## src/hw/fpc_regs.vh

```
// Register map, field positions, codes and timing counts of the flash poll controller
`ifndef FPC_REGS_VH
`define FPC_REGS_VH

`define FPC_OFF_CTRL      8'h00
`define FPC_OFF_ADDR      8'h04
`define FPC_OFF_WDATA     8'h08
`define FPC_OFF_STATUS    8'h0c

`define FPC_CTRL_GO       0
`define FPC_CTRL_OP_LSB   1
`define FPC_CTRL_OP_MSB   2
`define FPC_CTRL_ABORT    3

`define FPC_OP_WRITE      2'h0
`define FPC_OP_READ       2'h1
`define FPC_OP_POLL       2'h2
`define FPC_OP_RESET      2'h3

`define FPC_ST_BUSY       0
`define FPC_ST_DONE       1
`define FPC_ST_FAIL       2
`define FPC_ST_TIMER      3
`define FPC_ST_TOG2       4
`define FPC_ST_DATA_LSB   8
`define FPC_ST_DATA_MSB   15

`define FPC_ADDR_RST      19'h00000
`define FPC_WDATA_RST     8'h00
`define FPC_RESET_CMD     8'hf0

`define FPC_BIT_POLL      7
`define FPC_BIT_TOG1      6
`define FPC_BIT_LIMIT     5
`define FPC_BIT_TIMER     3
`define FPC_BIT_TOG2      2

`define FPC_CLK_NS        20
`define FPC_TRC_NS        90
`define FPC_TWP_NS        45
`define FPC_TOEH_NS       10
`define FPC_TRC_CYC       ((`FPC_TRC_NS + `FPC_CLK_NS - 1) / `FPC_CLK_NS)
`define FPC_TWP_CYC       ((`FPC_TWP_NS + `FPC_CLK_NS - 1) / `FPC_CLK_NS)
`define FPC_GAP_CYC       ((`FPC_TOEH_NS + `FPC_CLK_NS - 1) / `FPC_CLK_NS)
`define FPC_SYNC_CYC      2

`endif

```

## src/hw/fpc_cycle.v

```verilog
// Single flash bus cycle engine: one read or one write on the parallel pins
`include "fpc_regs.vh"

module fpc_cycle (
	input  wire        hclk,
	input  wire        hresetn,
	input  wire        start,
	input  wire        wr,
	input  wire [18:0] addr,
	input  wire [7:0]  wdata,
	output reg         done,
	output reg  [7:0]  rdata,
	output reg  [18:0] fl_addr,
	output reg         fl_ce_n,
	output reg         fl_oe_n,
	output reg         fl_we_n,
	output reg  [7:0]  fl_dq_o,
	output reg         fl_dq_oe,
	input  wire [7:0]  fl_dq_i
);
	localparam S_IDLE = 4'b0001;
	localparam S_ACT  = 4'b0010;
	localparam S_HOLD = 4'b0100;
	localparam S_GAP  = 4'b1000;
	localparam integer RD_N  = `FPC_TRC_CYC + `FPC_SYNC_CYC;
	localparam integer WR_N  = `FPC_TWP_CYC;
	localparam integer GAP_N = `FPC_GAP_CYC;
	localparam [3:0] RD_CYC  = RD_N[3:0];
	localparam [3:0] WR_CYC  = WR_N[3:0];
	localparam [3:0] GAP_CYC = GAP_N[3:0];

	reg [3:0] st_q;
	reg [3:0] cnt_q;
	reg       wr_q;
	reg [7:0] sync1_q;
	reg [7:0] sync2_q;

	always @(posedge hclk or negedge hresetn)
	begin
		if (!hresetn)
		begin
			sync1_q <= 8'h00;
			sync2_q <= 8'h00;
		end
		else
		begin
			sync1_q <= fl_dq_i;
			sync2_q <= sync1_q;
		end
	end

	always @(posedge hclk or negedge hresetn)
	begin
		if (!hresetn)
		begin
			st_q     <= S_IDLE;
			cnt_q    <= 4'h0;
			wr_q     <= 1'b0;
			done     <= 1'b0;
			rdata    <= 8'h00;
			fl_addr  <= 19'h00000;
			fl_ce_n  <= 1'b1;
			fl_oe_n  <= 1'b1;
			fl_we_n  <= 1'b1;
			fl_dq_o  <= 8'h00;
			fl_dq_oe <= 1'b0;
		end
		else
		begin
			done <= 1'b0;
			case (st_q)
				S_IDLE:
				begin
					if (start)
					begin
						wr_q     <= wr;
						fl_addr  <= addr;
						fl_dq_o  <= wdata;
						fl_dq_oe <= wr;
						fl_ce_n  <= 1'b0;
						fl_oe_n  <= wr;
						fl_we_n  <= !wr;
						cnt_q    <= wr ? WR_CYC : RD_CYC;
						st_q     <= S_ACT;
					end
				end
				S_ACT:
				begin
					if (cnt_q == 4'h1)
					begin
						// Data seen through the synchroniser after the access time
						if (!wr_q)
							rdata <= sync2_q;
						fl_ce_n <= 1'b1;
						fl_oe_n <= 1'b1;
						fl_we_n <= 1'b1;
						st_q    <= S_HOLD;
					end
					else
						cnt_q <= cnt_q - 4'h1;
				end
				S_HOLD:
				begin
					// Write data held one cycle past the write enable
					fl_dq_oe <= 1'b0;
					cnt_q    <= GAP_CYC;
					st_q     <= S_GAP;
				end
				S_GAP:
				begin
					if (cnt_q == 4'h1)
					begin
						done <= 1'b1;
						st_q <= S_IDLE;
					end
					else
						cnt_q <= cnt_q - 4'h1;
				end
				default:
					st_q <= S_IDLE;
			endcase
		end
	end
endmodule // fpc_cycle

```

## src/hw/fpc_top.v

```verilog
// Flash poll controller: AHB-Lite registers and toggle status polling of a parallel flash
//
// How it works
// RULE1: Device toggles status bit while algorithm runs.
// RULE2: All-protected erase toggles about 100 us.
// RULE3: Protected program toggles about 2 us.
// RULE4: Partially protected erase skips protected sectors.
// RULE5: Erase suspend stops first toggle bit.
// RULE6: Suspend-program toggles until program finishes.
// RULE7: Toggle bit valid from last write pulse.
// RULE8: Second toggle bit marks erasing sectors.
// RULE9: Host compares two consecutive reads' toggle bit.
// RULE10: Toggling plus limit flag: recheck, then reset.
// RULE11: Resumed polling restarts from first double read.
// RULE12: Device raises limit flag on overrun.
// RULE13: Programming zero to one fails via limit.
// RULE14: Host writes reset command after failure.
// RULE15: Window timer bit zero, then one.
// RULE16: Host ignores timer only if fast.
// RULE17: After window, only suspend is accepted.
// RULE18: Host checks timer before and after commands.
// RULE19: Polling bit complements programmed bit seven.
// RULE20: Polling bit zero while erasing.
// RULE21: Non-suspended sector reads return array data.
`include "fpc_regs.vh"

module fpc_top (
	input  wire        hclk,
	input  wire        hresetn,
	input  wire        hsel,
	input  wire [31:0] haddr,
	input  wire [1:0]  htrans,
	input  wire        hwrite,
	input  wire [2:0]  hsize,
	input  wire [31:0] hwdata,
	input  wire        hready,
	output wire        hreadyout,
	output wire        hresp,
	output reg  [31:0] hrdata,
	output wire [18:0] fl_addr,
	output wire        fl_ce_n,
	output wire        fl_oe_n,
	output wire        fl_we_n,
	output wire [7:0]  fl_dq_o,
	output wire        fl_dq_oe,
	input  wire [7:0]  fl_dq_i
);
	localparam ST_IDLE = 2'b01;
	localparam ST_CYC  = 2'b10;

	reg  [1:0]  st_q;
	reg  [1:0]  op_q;
	reg  [1:0]  step_q;
	reg  [7:0]  first_q;
	reg  [18:0] addr_q;
	reg  [7:0]  wdata_q;
	reg         busy_q;
	reg         done_q;
	reg         fail_q;
	reg         timer_q;
	reg         tog2_q;
	reg  [7:0]  last_q;
	reg         abort_q;
	reg         cyc_start_q;
	reg         cyc_wr_q;
	reg  [18:0] cyc_addr_q;
	reg  [7:0]  cyc_wdata_q;
	reg         dp_sel_q;
	reg         dp_wr_q;
	reg  [7:0]  dp_off_q;
	wire        cyc_done;
	wire [7:0]  cyc_rdata;
	wire        wr_ctrl;
	wire        go;

	assign hreadyout = 1'b1;
	assign hresp     = 1'b0;
	assign wr_ctrl   = dp_sel_q && dp_wr_q && (dp_off_q == `FPC_OFF_CTRL);
	assign go        = wr_ctrl && hwdata[`FPC_CTRL_GO] && !busy_q;

	// Address phase capture and registered read data
	always @(posedge hclk or negedge hresetn)
	begin
		if (!hresetn)
		begin
			dp_sel_q <= 1'b0;
			dp_wr_q  <= 1'b0;
			dp_off_q <= 8'h00;
			hrdata   <= 32'h00000000;
		end
		else if (hready)
		begin
			dp_sel_q <= hsel && htrans[1];
			dp_wr_q  <= hwrite;
			dp_off_q <= {haddr[7:2], 2'b00};
			hrdata   <= 32'h00000000;
			if (hsel && htrans[1] && !hwrite)
			begin
				case ({haddr[7:2], 2'b00})
					`FPC_OFF_ADDR:   hrdata <= {13'h0000, addr_q};
					`FPC_OFF_WDATA:  hrdata <= {24'h000000, wdata_q};
					`FPC_OFF_STATUS: hrdata <= {16'h0000, last_q, 3'h0, tog2_q,
						timer_q, fail_q, done_q, busy_q};
					default:         hrdata <= 32'h00000000;
				endcase
			end
		end
	end

	// Software written settings
	always @(posedge hclk or negedge hresetn)
	begin
		if (!hresetn)
		begin
			addr_q  <= `FPC_ADDR_RST;
			wdata_q <= `FPC_WDATA_RST;
		end
		else if (dp_sel_q && dp_wr_q)
		begin
			if (dp_off_q == `FPC_OFF_ADDR)
				addr_q <= hwdata[18:0];
			if (dp_off_q == `FPC_OFF_WDATA)
				wdata_q <= hwdata[7:0];
		end
	end

	// Operation sequencer and toggle polling
	always @(posedge hclk or negedge hresetn)
	begin
		if (!hresetn)
		begin
			st_q        <= ST_IDLE;
			op_q        <= `FPC_OP_WRITE;
			step_q      <= 2'h0;
			first_q     <= 8'h00;
			busy_q      <= 1'b0;
			done_q      <= 1'b0;
			fail_q      <= 1'b0;
			timer_q     <= 1'b0;
			tog2_q      <= 1'b0;
			last_q      <= 8'h00;
			abort_q     <= 1'b0;
			cyc_start_q <= 1'b0;
			cyc_wr_q    <= 1'b0;
			cyc_addr_q  <= 19'h00000;
			cyc_wdata_q <= 8'h00;
		end
		else
		begin
			cyc_start_q <= 1'b0;
			if (wr_ctrl && hwdata[`FPC_CTRL_ABORT] && busy_q)
				abort_q <= 1'b1;
			case (st_q)
				ST_IDLE:
				begin
					if (go)
					begin
						op_q        <= hwdata[`FPC_CTRL_OP_MSB:`FPC_CTRL_OP_LSB];
						step_q      <= 2'h0; // [RULE11]
						busy_q      <= 1'b1;
						done_q      <= 1'b0;
						fail_q      <= 1'b0;
						abort_q     <= 1'b0;
						cyc_start_q <= 1'b1;
						cyc_addr_q  <= addr_q;
						case (hwdata[`FPC_CTRL_OP_MSB:`FPC_CTRL_OP_LSB])
							`FPC_OP_WRITE:
							begin
								cyc_wr_q    <= 1'b1;
								cyc_wdata_q <= wdata_q;
							end
							`FPC_OP_RESET:
							begin
								cyc_wr_q    <= 1'b1;
								cyc_wdata_q <= `FPC_RESET_CMD;
							end
							default:
								cyc_wr_q <= 1'b0;
						endcase
						st_q <= ST_CYC;
					end
				end
				ST_CYC:
				begin
					if (cyc_done)
					begin
						if (!cyc_wr_q)
						begin
							last_q  <= cyc_rdata;
							timer_q <= cyc_rdata[`FPC_BIT_TIMER]; // [RULE16] [RULE18]
						end
						if (op_q != `FPC_OP_POLL || cyc_wr_q)
						begin
							busy_q <= 1'b0;
							done_q <= 1'b1;
							st_q   <= ST_IDLE;
						end
						else if (step_q == 2'h0 || step_q == 2'h2)
						begin
							first_q     <= cyc_rdata;
							step_q      <= step_q + 2'h1;
							cyc_start_q <= 1'b1;
						end
						else if (cyc_rdata[`FPC_BIT_TOG1] == first_q[`FPC_BIT_TOG1])
						begin
							// Toggle bit steady: operation finished [RULE9]
							busy_q <= 1'b0;
							done_q <= 1'b1;
							st_q   <= ST_IDLE;
						end
						else if (step_q == 2'h1)
						begin
							tog2_q <= cyc_rdata[`FPC_BIT_TOG2] ^ first_q[`FPC_BIT_TOG2];
							if (abort_q)
							begin
								busy_q <= 1'b0;
								st_q   <= ST_IDLE;
							end
							else
							begin
								// Limit flag seen: recheck pair, else fresh pair [RULE10]
								step_q      <= cyc_rdata[`FPC_BIT_LIMIT] ? 2'h2 : 2'h0;
								cyc_start_q <= 1'b1;
							end
						end
						else
						begin
							// Still toggling after limit: failed, send reset [RULE10] [RULE14]
							fail_q      <= 1'b1;
							cyc_wr_q    <= 1'b1;
							cyc_wdata_q <= `FPC_RESET_CMD;
							cyc_start_q <= 1'b1;
						end
					end
				end
				default:
					st_q <= ST_IDLE;
			endcase
		end
	end

	fpc_cycle u_cycle (
		.hclk     (hclk),
		.hresetn  (hresetn),
		.start    (cyc_start_q),
		.wr       (cyc_wr_q),
		.addr     (cyc_addr_q),
		.wdata    (cyc_wdata_q),
		.done     (cyc_done),
		.rdata    (cyc_rdata),
		.fl_addr  (fl_addr),
		.fl_ce_n  (fl_ce_n),
		.fl_oe_n  (fl_oe_n),
		.fl_we_n  (fl_we_n),
		.fl_dq_o  (fl_dq_o),
		.fl_dq_oe (fl_dq_oe),
		.fl_dq_i  (fl_dq_i)
	);
endmodule // fpc_top

```

## config.mk

```make
export PLATFORM = sky130hd
export DESIGN_NAME = fpc_top
export DESIGN_NICKNAME = d
export VERILOG_FILES = /design/src/hw/fpc_cycle.v /design/src/hw/fpc_top.v
export VERILOG_INCLUDE_DIRS = /design/src /design/src/hw
export SDC_FILE = /design/constraint.sdc
export NUM_CORES = 1
export LEC_CHECK = 0
export BUFFER_PORTS_ARGS = -buffer_cell sky130_fd_sc_hd__buf_4
export CORE_UTILIZATION = 40
export CTS_BUF_LIST = sky130_fd_sc_hd__clkbuf_8
export DETAILED_ROUTE_END_ITERATION = 16
export GPL_ROUTABILITY_DRIVEN = 1
export MAX_ROUTING_LAYER = met4
export PLACE_DENSITY_LB_ADDON = 0.1
export SETUP_SLACK_MARGIN = 0.3
export SKIP_LAST_GASP = 1
export SLEW_MARGIN = 5
export SYNTH_ARGS = -nofsm -noshare
export SYNTH_HDL_FRONTEND = slang
export SYNTH_SLANG_ARGS = --single-unit
```

## constraint.sdc

```tcl
create_clock -name hclk -period 3.02 [get_ports hclk]
set_input_delay 0 -clock hclk [delete_from_list [all_inputs] [get_ports hclk]]
set_output_delay 0 -clock hclk [all_outputs]
set_load 0.1 [all_outputs]
```

## Yosys cells after proc, flatten, opt, wreduce, memory -nomap -nowiden

Index checks and enable logic that the tools add are counted.

- $add $sub $neg: 2
- Equality and inequality tests: 35
- Mux-type cells: 79
- Bitwise operators: 6
- Reduce and logical (&&, ||, !) cells: 40

Operators with widths:

| kind | number |
|---|---|
| $pmux 19 s3 | 1 |
| $mux 8 | 6 |
| $mux 1 | 35 |
| $pmux 8 s2 | 2 |
| $mux 2 | 15 |
| $mux 4 | 5 |
| $mux 19 | 1 |
| $eq 6x2->1 const B | 3 |
| $pmux 1 s2 | 9 |
| $ne 2x2->1 const B | 8 |
| $pmux 4 s4 | 1 |
| $ne 3x3->1 const B | 5 |
| $reduce_and 3->1 | 5 |
| $reduce_and 7->1 | 2 |
| $eq 6x1->1 const B | 2 |
| $pmux 4 s3 | 1 |
| $reduce_and 6->1 | 2 |
| $reduce_and 2->1 | 5 |
| $reduce_and 5->1 | 2 |
| $eq 4x1->1 const B | 2 |
| $logic_and 1x1->1 | 8 |
| $logic_not 8->1 | 1 |
| $ne 4x4->1 const B | 2 |
| $pmux 2 s2 | 2 |
| 21 further kinds | 37 |

- Flip-flop bits (word level): 188
- Input port bits: 82
- Output and inout bits: 65
- Word-level logic and storage cells: 196

## Logic depth before layout (Yosys ltp)

- Depth after elaboration: 8
- Gate-level depth with buffers: 9

## By module

From an unflattened synthesis, not the netlist that was laid out.

- Cells, all modules: 497
- Area total of the unflattened synthesis: 6964.2 µm²

Modules (own cells, without submodules):

| module | instances | cells an instance | area each (µm²) | sequential area each (µm²) |
|---|---|---|---|---|
| fpc_top | 1 | 334 | 4523.1 | 2603.7 |
| fpc_cycle | 1 | 163 | 2441.1 | 1631.6 |

## Least setup slack after synthesis

OpenSTA, ideal clock, no wires.

- Kind: register to register
- From: reg st_q[0]
- To: reg cyc_addr_q[10]
- Setup time: 0.125 ns
- Arrival: 2.040 ns
- Required time: 2.895 ns
- Setup slack: 0.854 ns
- Stages on the path, launching flop included: 8
- Path buffers: 3
- Path through: dfstp_2 -> ha_1 -> clkbuf_1 -> inv_1 -> or4_4 -> buf_6 -> buf_6 -> mux2_4

- Word-level cells in the longest chain between the ends: 2

Ends and longest elaborated chain:

| item | line | RTL |
|---|---|---|
| from (decl) | fpc_top.v:51 | `reg [1:0] st_q;` |
| from (signal assigned) | fpc_top.v:132 | `st_q <= ST_IDLE;` |
| from (signal assigned) | fpc_top.v:180 | `st_q <= ST_CYC;` |
| from (signal assigned) | fpc_top.v:196 | `st_q <= ST_IDLE;` |
| $eq 2x1->1 | fpc_top.v:153 | `case (st_q)` |
| $reduce_and 2->1 (no source line) | - |  |
| to (signal assigned) | fpc_top.v:165 | `cyc_addr_q <= addr_q;` |
| to (decl) | fpc_top.v:66 | `reg [18:0] cyc_addr_q;` |

No other way between the ends.
A chain may end at the register's enable or synchronous reset.

## Worst setup path after layout

- From: reg u_cycle.cnt_q[1]
- To: reg u_cycle.rdata[7]

- Word-level cells in the longest chain between the ends: 2

Ends and longest elaborated chain:

| item | line | RTL |
|---|---|---|
| from (decl) | fpc_cycle.v:33 | `reg [3:0] cnt_q;` |
| from (signal assigned) | fpc_cycle.v:83 | `cnt_q <= wr ? WR_CYC : RD_CYC;` |
| from (signal assigned) | fpc_cycle.v:100 | `cnt_q <= cnt_q - 4'h1;` |
| from (signal assigned) | fpc_cycle.v:117 | `cnt_q <= cnt_q - 4'h1;` |
| $eq 4x1->1 | fpc_cycle.v:89 | `if (cnt_q == 4'h1)` |
| $reduce_and 3->1 (no source line) | - |  |
| to (signal assigned) | fpc_cycle.v:93 | `rdata <= sync2_q;` |
| to (decl) | fpc_cycle.v:12 | `output reg [7:0] rdata,` |

No other way between the ends.

==> flow_summary.yaml <==
sta:
  tns_ns: 0
  hold_ws_ns: 0.0197
  tightest_slew_ns: 0.847
  period_share: 0.795
  hold_viol: 0
  maxSlewHeadroom: 0.435
  max_freq_mhz: 416
  finalSetupViolCount: 0
  min_period_ns: 2.40
  rsz0062_at_grt: "false"
  fin_skew_ns: 0.00971
  drv_slew: 0
routing:
  drc: 0
  ant_nets: 0
  vias_per_cell: 5.01
  drtPass1Iterations: 4
  wl_per_cell_um: 17.4
  vias: 4396
  wl_mm: 15.3
  drt-initial-drc-count: 205
logic_synthesis:
  ys_seq_area_frac: 0.599
  synth-async-reset-ratio: 1.00
  yosysUniqueCellTypes: 55
  synth-edff-count: 0
  syn_inst: 506
  netlist_top_cells_area: "dfrtp_1 58%, mux2_2 15%, mux2_4 3.6%, o2bb2ai_1 2.0%, dfstp_2 1.9%"
  synth-seq-cells: 169
  synth_top_cell_area_share: 0.581
  ys_warn_count: 0
  syn_avg_cell_area_um2: 14.0
  synth_top_cell_by_area: "dfrtp_1"
  synth_ff_type: "dfrtp_1"
  synthesis.area_mm2: 0.00707
worst_setup_path:
  crit_chain: "inv_1 > ha_1 > or3b_2 > nor4_4 > mux2_2"
  worst_ep_required_time_ns: 3.35
  worstSetupEndpointType: "flip-flop"
  max_stage_delay_ns: 0.64
  crit_fanout: 8
  slowest_stage: "nor4_4"
  critPathArrivalTime_ns: 2.73
  crit_path_start_kind: "flip-flop"
  critical_path_class: "reg2reg"
layout:
  diodes: 0
  final_layout_size_suffix_gt1_frac: 0.399
  area_growth_syn_to_layout_pct: 24.1
  nFillCells: 1520
  post-route-util: 0.507
  instances_no_fill: 877
  nets: 726
die:
  rows: 48
  initial_core_util: 0.408
  pin_count: 147
  coreArea_mm2: 0.0173
  die_area_mm2: 0.0182
  dieWidth_um: 135
  die_h_um: 135
run_status:
  status: "finished, final reports clean"
power:
  fin_total_pwr_mw: 5.13
  peakVddDrop_v: 0.000285
  power.leakage_nw: 4.23
  power_density_mw_per_mm2: 585
cts:
  cts_tree: "yes"
  clkTransAtPathRegs_ns: 0.09
  cts_made_buffers: 17
  cts_root_buffer: "clkbuf_8"
  post-cts-setup-buffers: 0
  cts.sinks: 169
  clk_latency_ns: 0.45
  cts_max_level: 4
  clk_path_buf_depth: 2
place:
  port_buffers: 88
  hpwl_mm: 10.3
  place_congestion: 0.886
  dpl.cell_count: 804
global_routing:
  grt_pass1_vias: 4594
  grt_usage: 0.186
  grt_pass1_wl_mm: 24.7
  overflow: 0
  grt_max_degree: 90
  antenna_found_initial: 0
run:
  drv_cap: 0
hold_path:
  hold_class: "in2reg"
## final timing paths
path / from / to / slack (ns) / cells past startpoint
worst max-delay path: u_cycle.cnt_q[1] / u_cycle.rdata[7] / 0.62 / 5
worst min-delay path: htrans[1] / dp_sel_q / 0.02 / 3
worst max register to register: u_cycle.cnt_q[1] / u_cycle.rdata[7] / 0.62 / 5
worst min register to register: u_cycle.sync1_q[3] / u_cycle.sync2_q[3] / 0.35 / 0
max in group asynchronous: hresetn / hrdata[16] / 1.93 / 3
min in group asynchronous: hresetn / u_cycle.st_q[3] / 0.21 / 2
## metal layers
layer  wire, um  part of all wire  track usage
met5          0                 0            -
met4        248             0.016       0.0680
met3        709             0.046       0.0454
met2       7240              0.47        0.282
met1       7090              0.46        0.242
## state kept, by name, indices dropped and copies added, names as in the netlist, 6 cells and up
signal           cells
u_cycle.fl_addr     19
dp_off_q             6
u_cycle.rdata        8
u_cycle.sync1_q      8
cyc_wdata_q          8
u_cycle.sync2_q      8
hrdata              19
addr_q              19
cyc_addr_q          19
u_cycle.fl_dq_o      8
last_q               8
wdata_q              8
## cells in the mapped netlist (2+ instances only)
cell type and count:
or4_4 2, mux2_4 17, nor3_1 4, nor4b_1 2, dfstp_2 5, nor4_1 3
mux2i_1 8, dfrtp_1 164, xnor2_1 3, ha_1 5, and3_1 3, o2bb2ai_1 16
o21ai_0 3, conb_1 2, nand4b_1 2, nand2_1 13, a41oi_1 3, a22o_1 3
or3b_2 3, and2_1 4, nand2b_1 4, inv_1 15, nand3_1 5, or3_1 6
buf_6 3, mux2_2 97, o211ai_1 2, buf_4 15, buf_1 2, nor2_1 14
a31oi_1 2, a21oi_1 11, a22oi_1 17, o31a_1 2, nand3b_1 2, nor2b_1 5
xor2_1 2, clkbuf_1 20
## cell usage in the layout (no fill, tap or decap), types with 5 or more instances in the layout
cell type        n
a21oi_1         11
a22oi_1         17
buf_4           98
clkbuf_8        17
conb_1          15
dfrtp_1        164
dfstp_2          5
dlygate4sd3_1   41
ha_1             5
inv_1           15
mux2_2          97
mux2_4          17
mux2i_1          8
nand2_1         13
nand3_1          5
nor2_1          14
nor2b_1          5
o2bb2ai_1       16
or3_1            6
## power by group
group	total (mW)	switching (mW)	internal (mW)
Sequential	2.59	0.141	2.45
Combinational	0.846	0.464	0.383
Clock	1.69	0.857	0.837
Total	5.13	1.46	3.67
## critical path: cells and delay by family, from the launching register on
kind | cells | cell delay, ns
adder cells (fa/ha/maj) | 1 | 0.18
buffers and inverters | 1 | 0.10
flip-flops | 1 | 0.41
multiplexers | 1 | 0.41
AND/OR/NAND/NOR | 2 | 1.19
## what timing repair did
| action | in CTS | in global routing |
|---|---|---|
| hold buffers | 41 | 0 |
| resized for setup | 0 | 0 |
| endpoints found under the hold margin | 135 | 0 |
## kinds of logic after synthesis
kind of cell               after synthesis  synth area share
xor gates and xnor gates                 5           0.00620
muxes                                  122             0.202
buffers and inverters                   55            0.0404
adders and majority gates                5           0.00885
and+or+nand+nor                         81            0.0705
other                                    2           0.00106
AOI/OAI and AO/OA                       67            0.0715
DFF                                    169             0.599
## cell type report
| cell class | count | area (um2) | area share |
|---|---|---|---|
| clock buffer | 17 | 234 | 0.0267 |
| multi-input combinational | 295 | 2590 | 0.296 |
| clock inverter | 15 | 190 | 0.0217 |
| timing repair buffer | 141 | 1180 | 0.134 |
| sequential | 169 | 4240 | 0.483 |
| inverter | 15 | 56.3 | 0.00642 |
| tap | 225 | 282 | 0.0321 |
## through the flow
stage / setup slack [ns] / area, um2
finish: 0.619 / 8770
CTS: 0.579 / 8770
floorplan: 0.854 / 7110
detailed placement: 0.587 / 7930
global route: 0.494 / 8770
global placement: 0.693 / 7930
(Power assumes the default switching activity.)
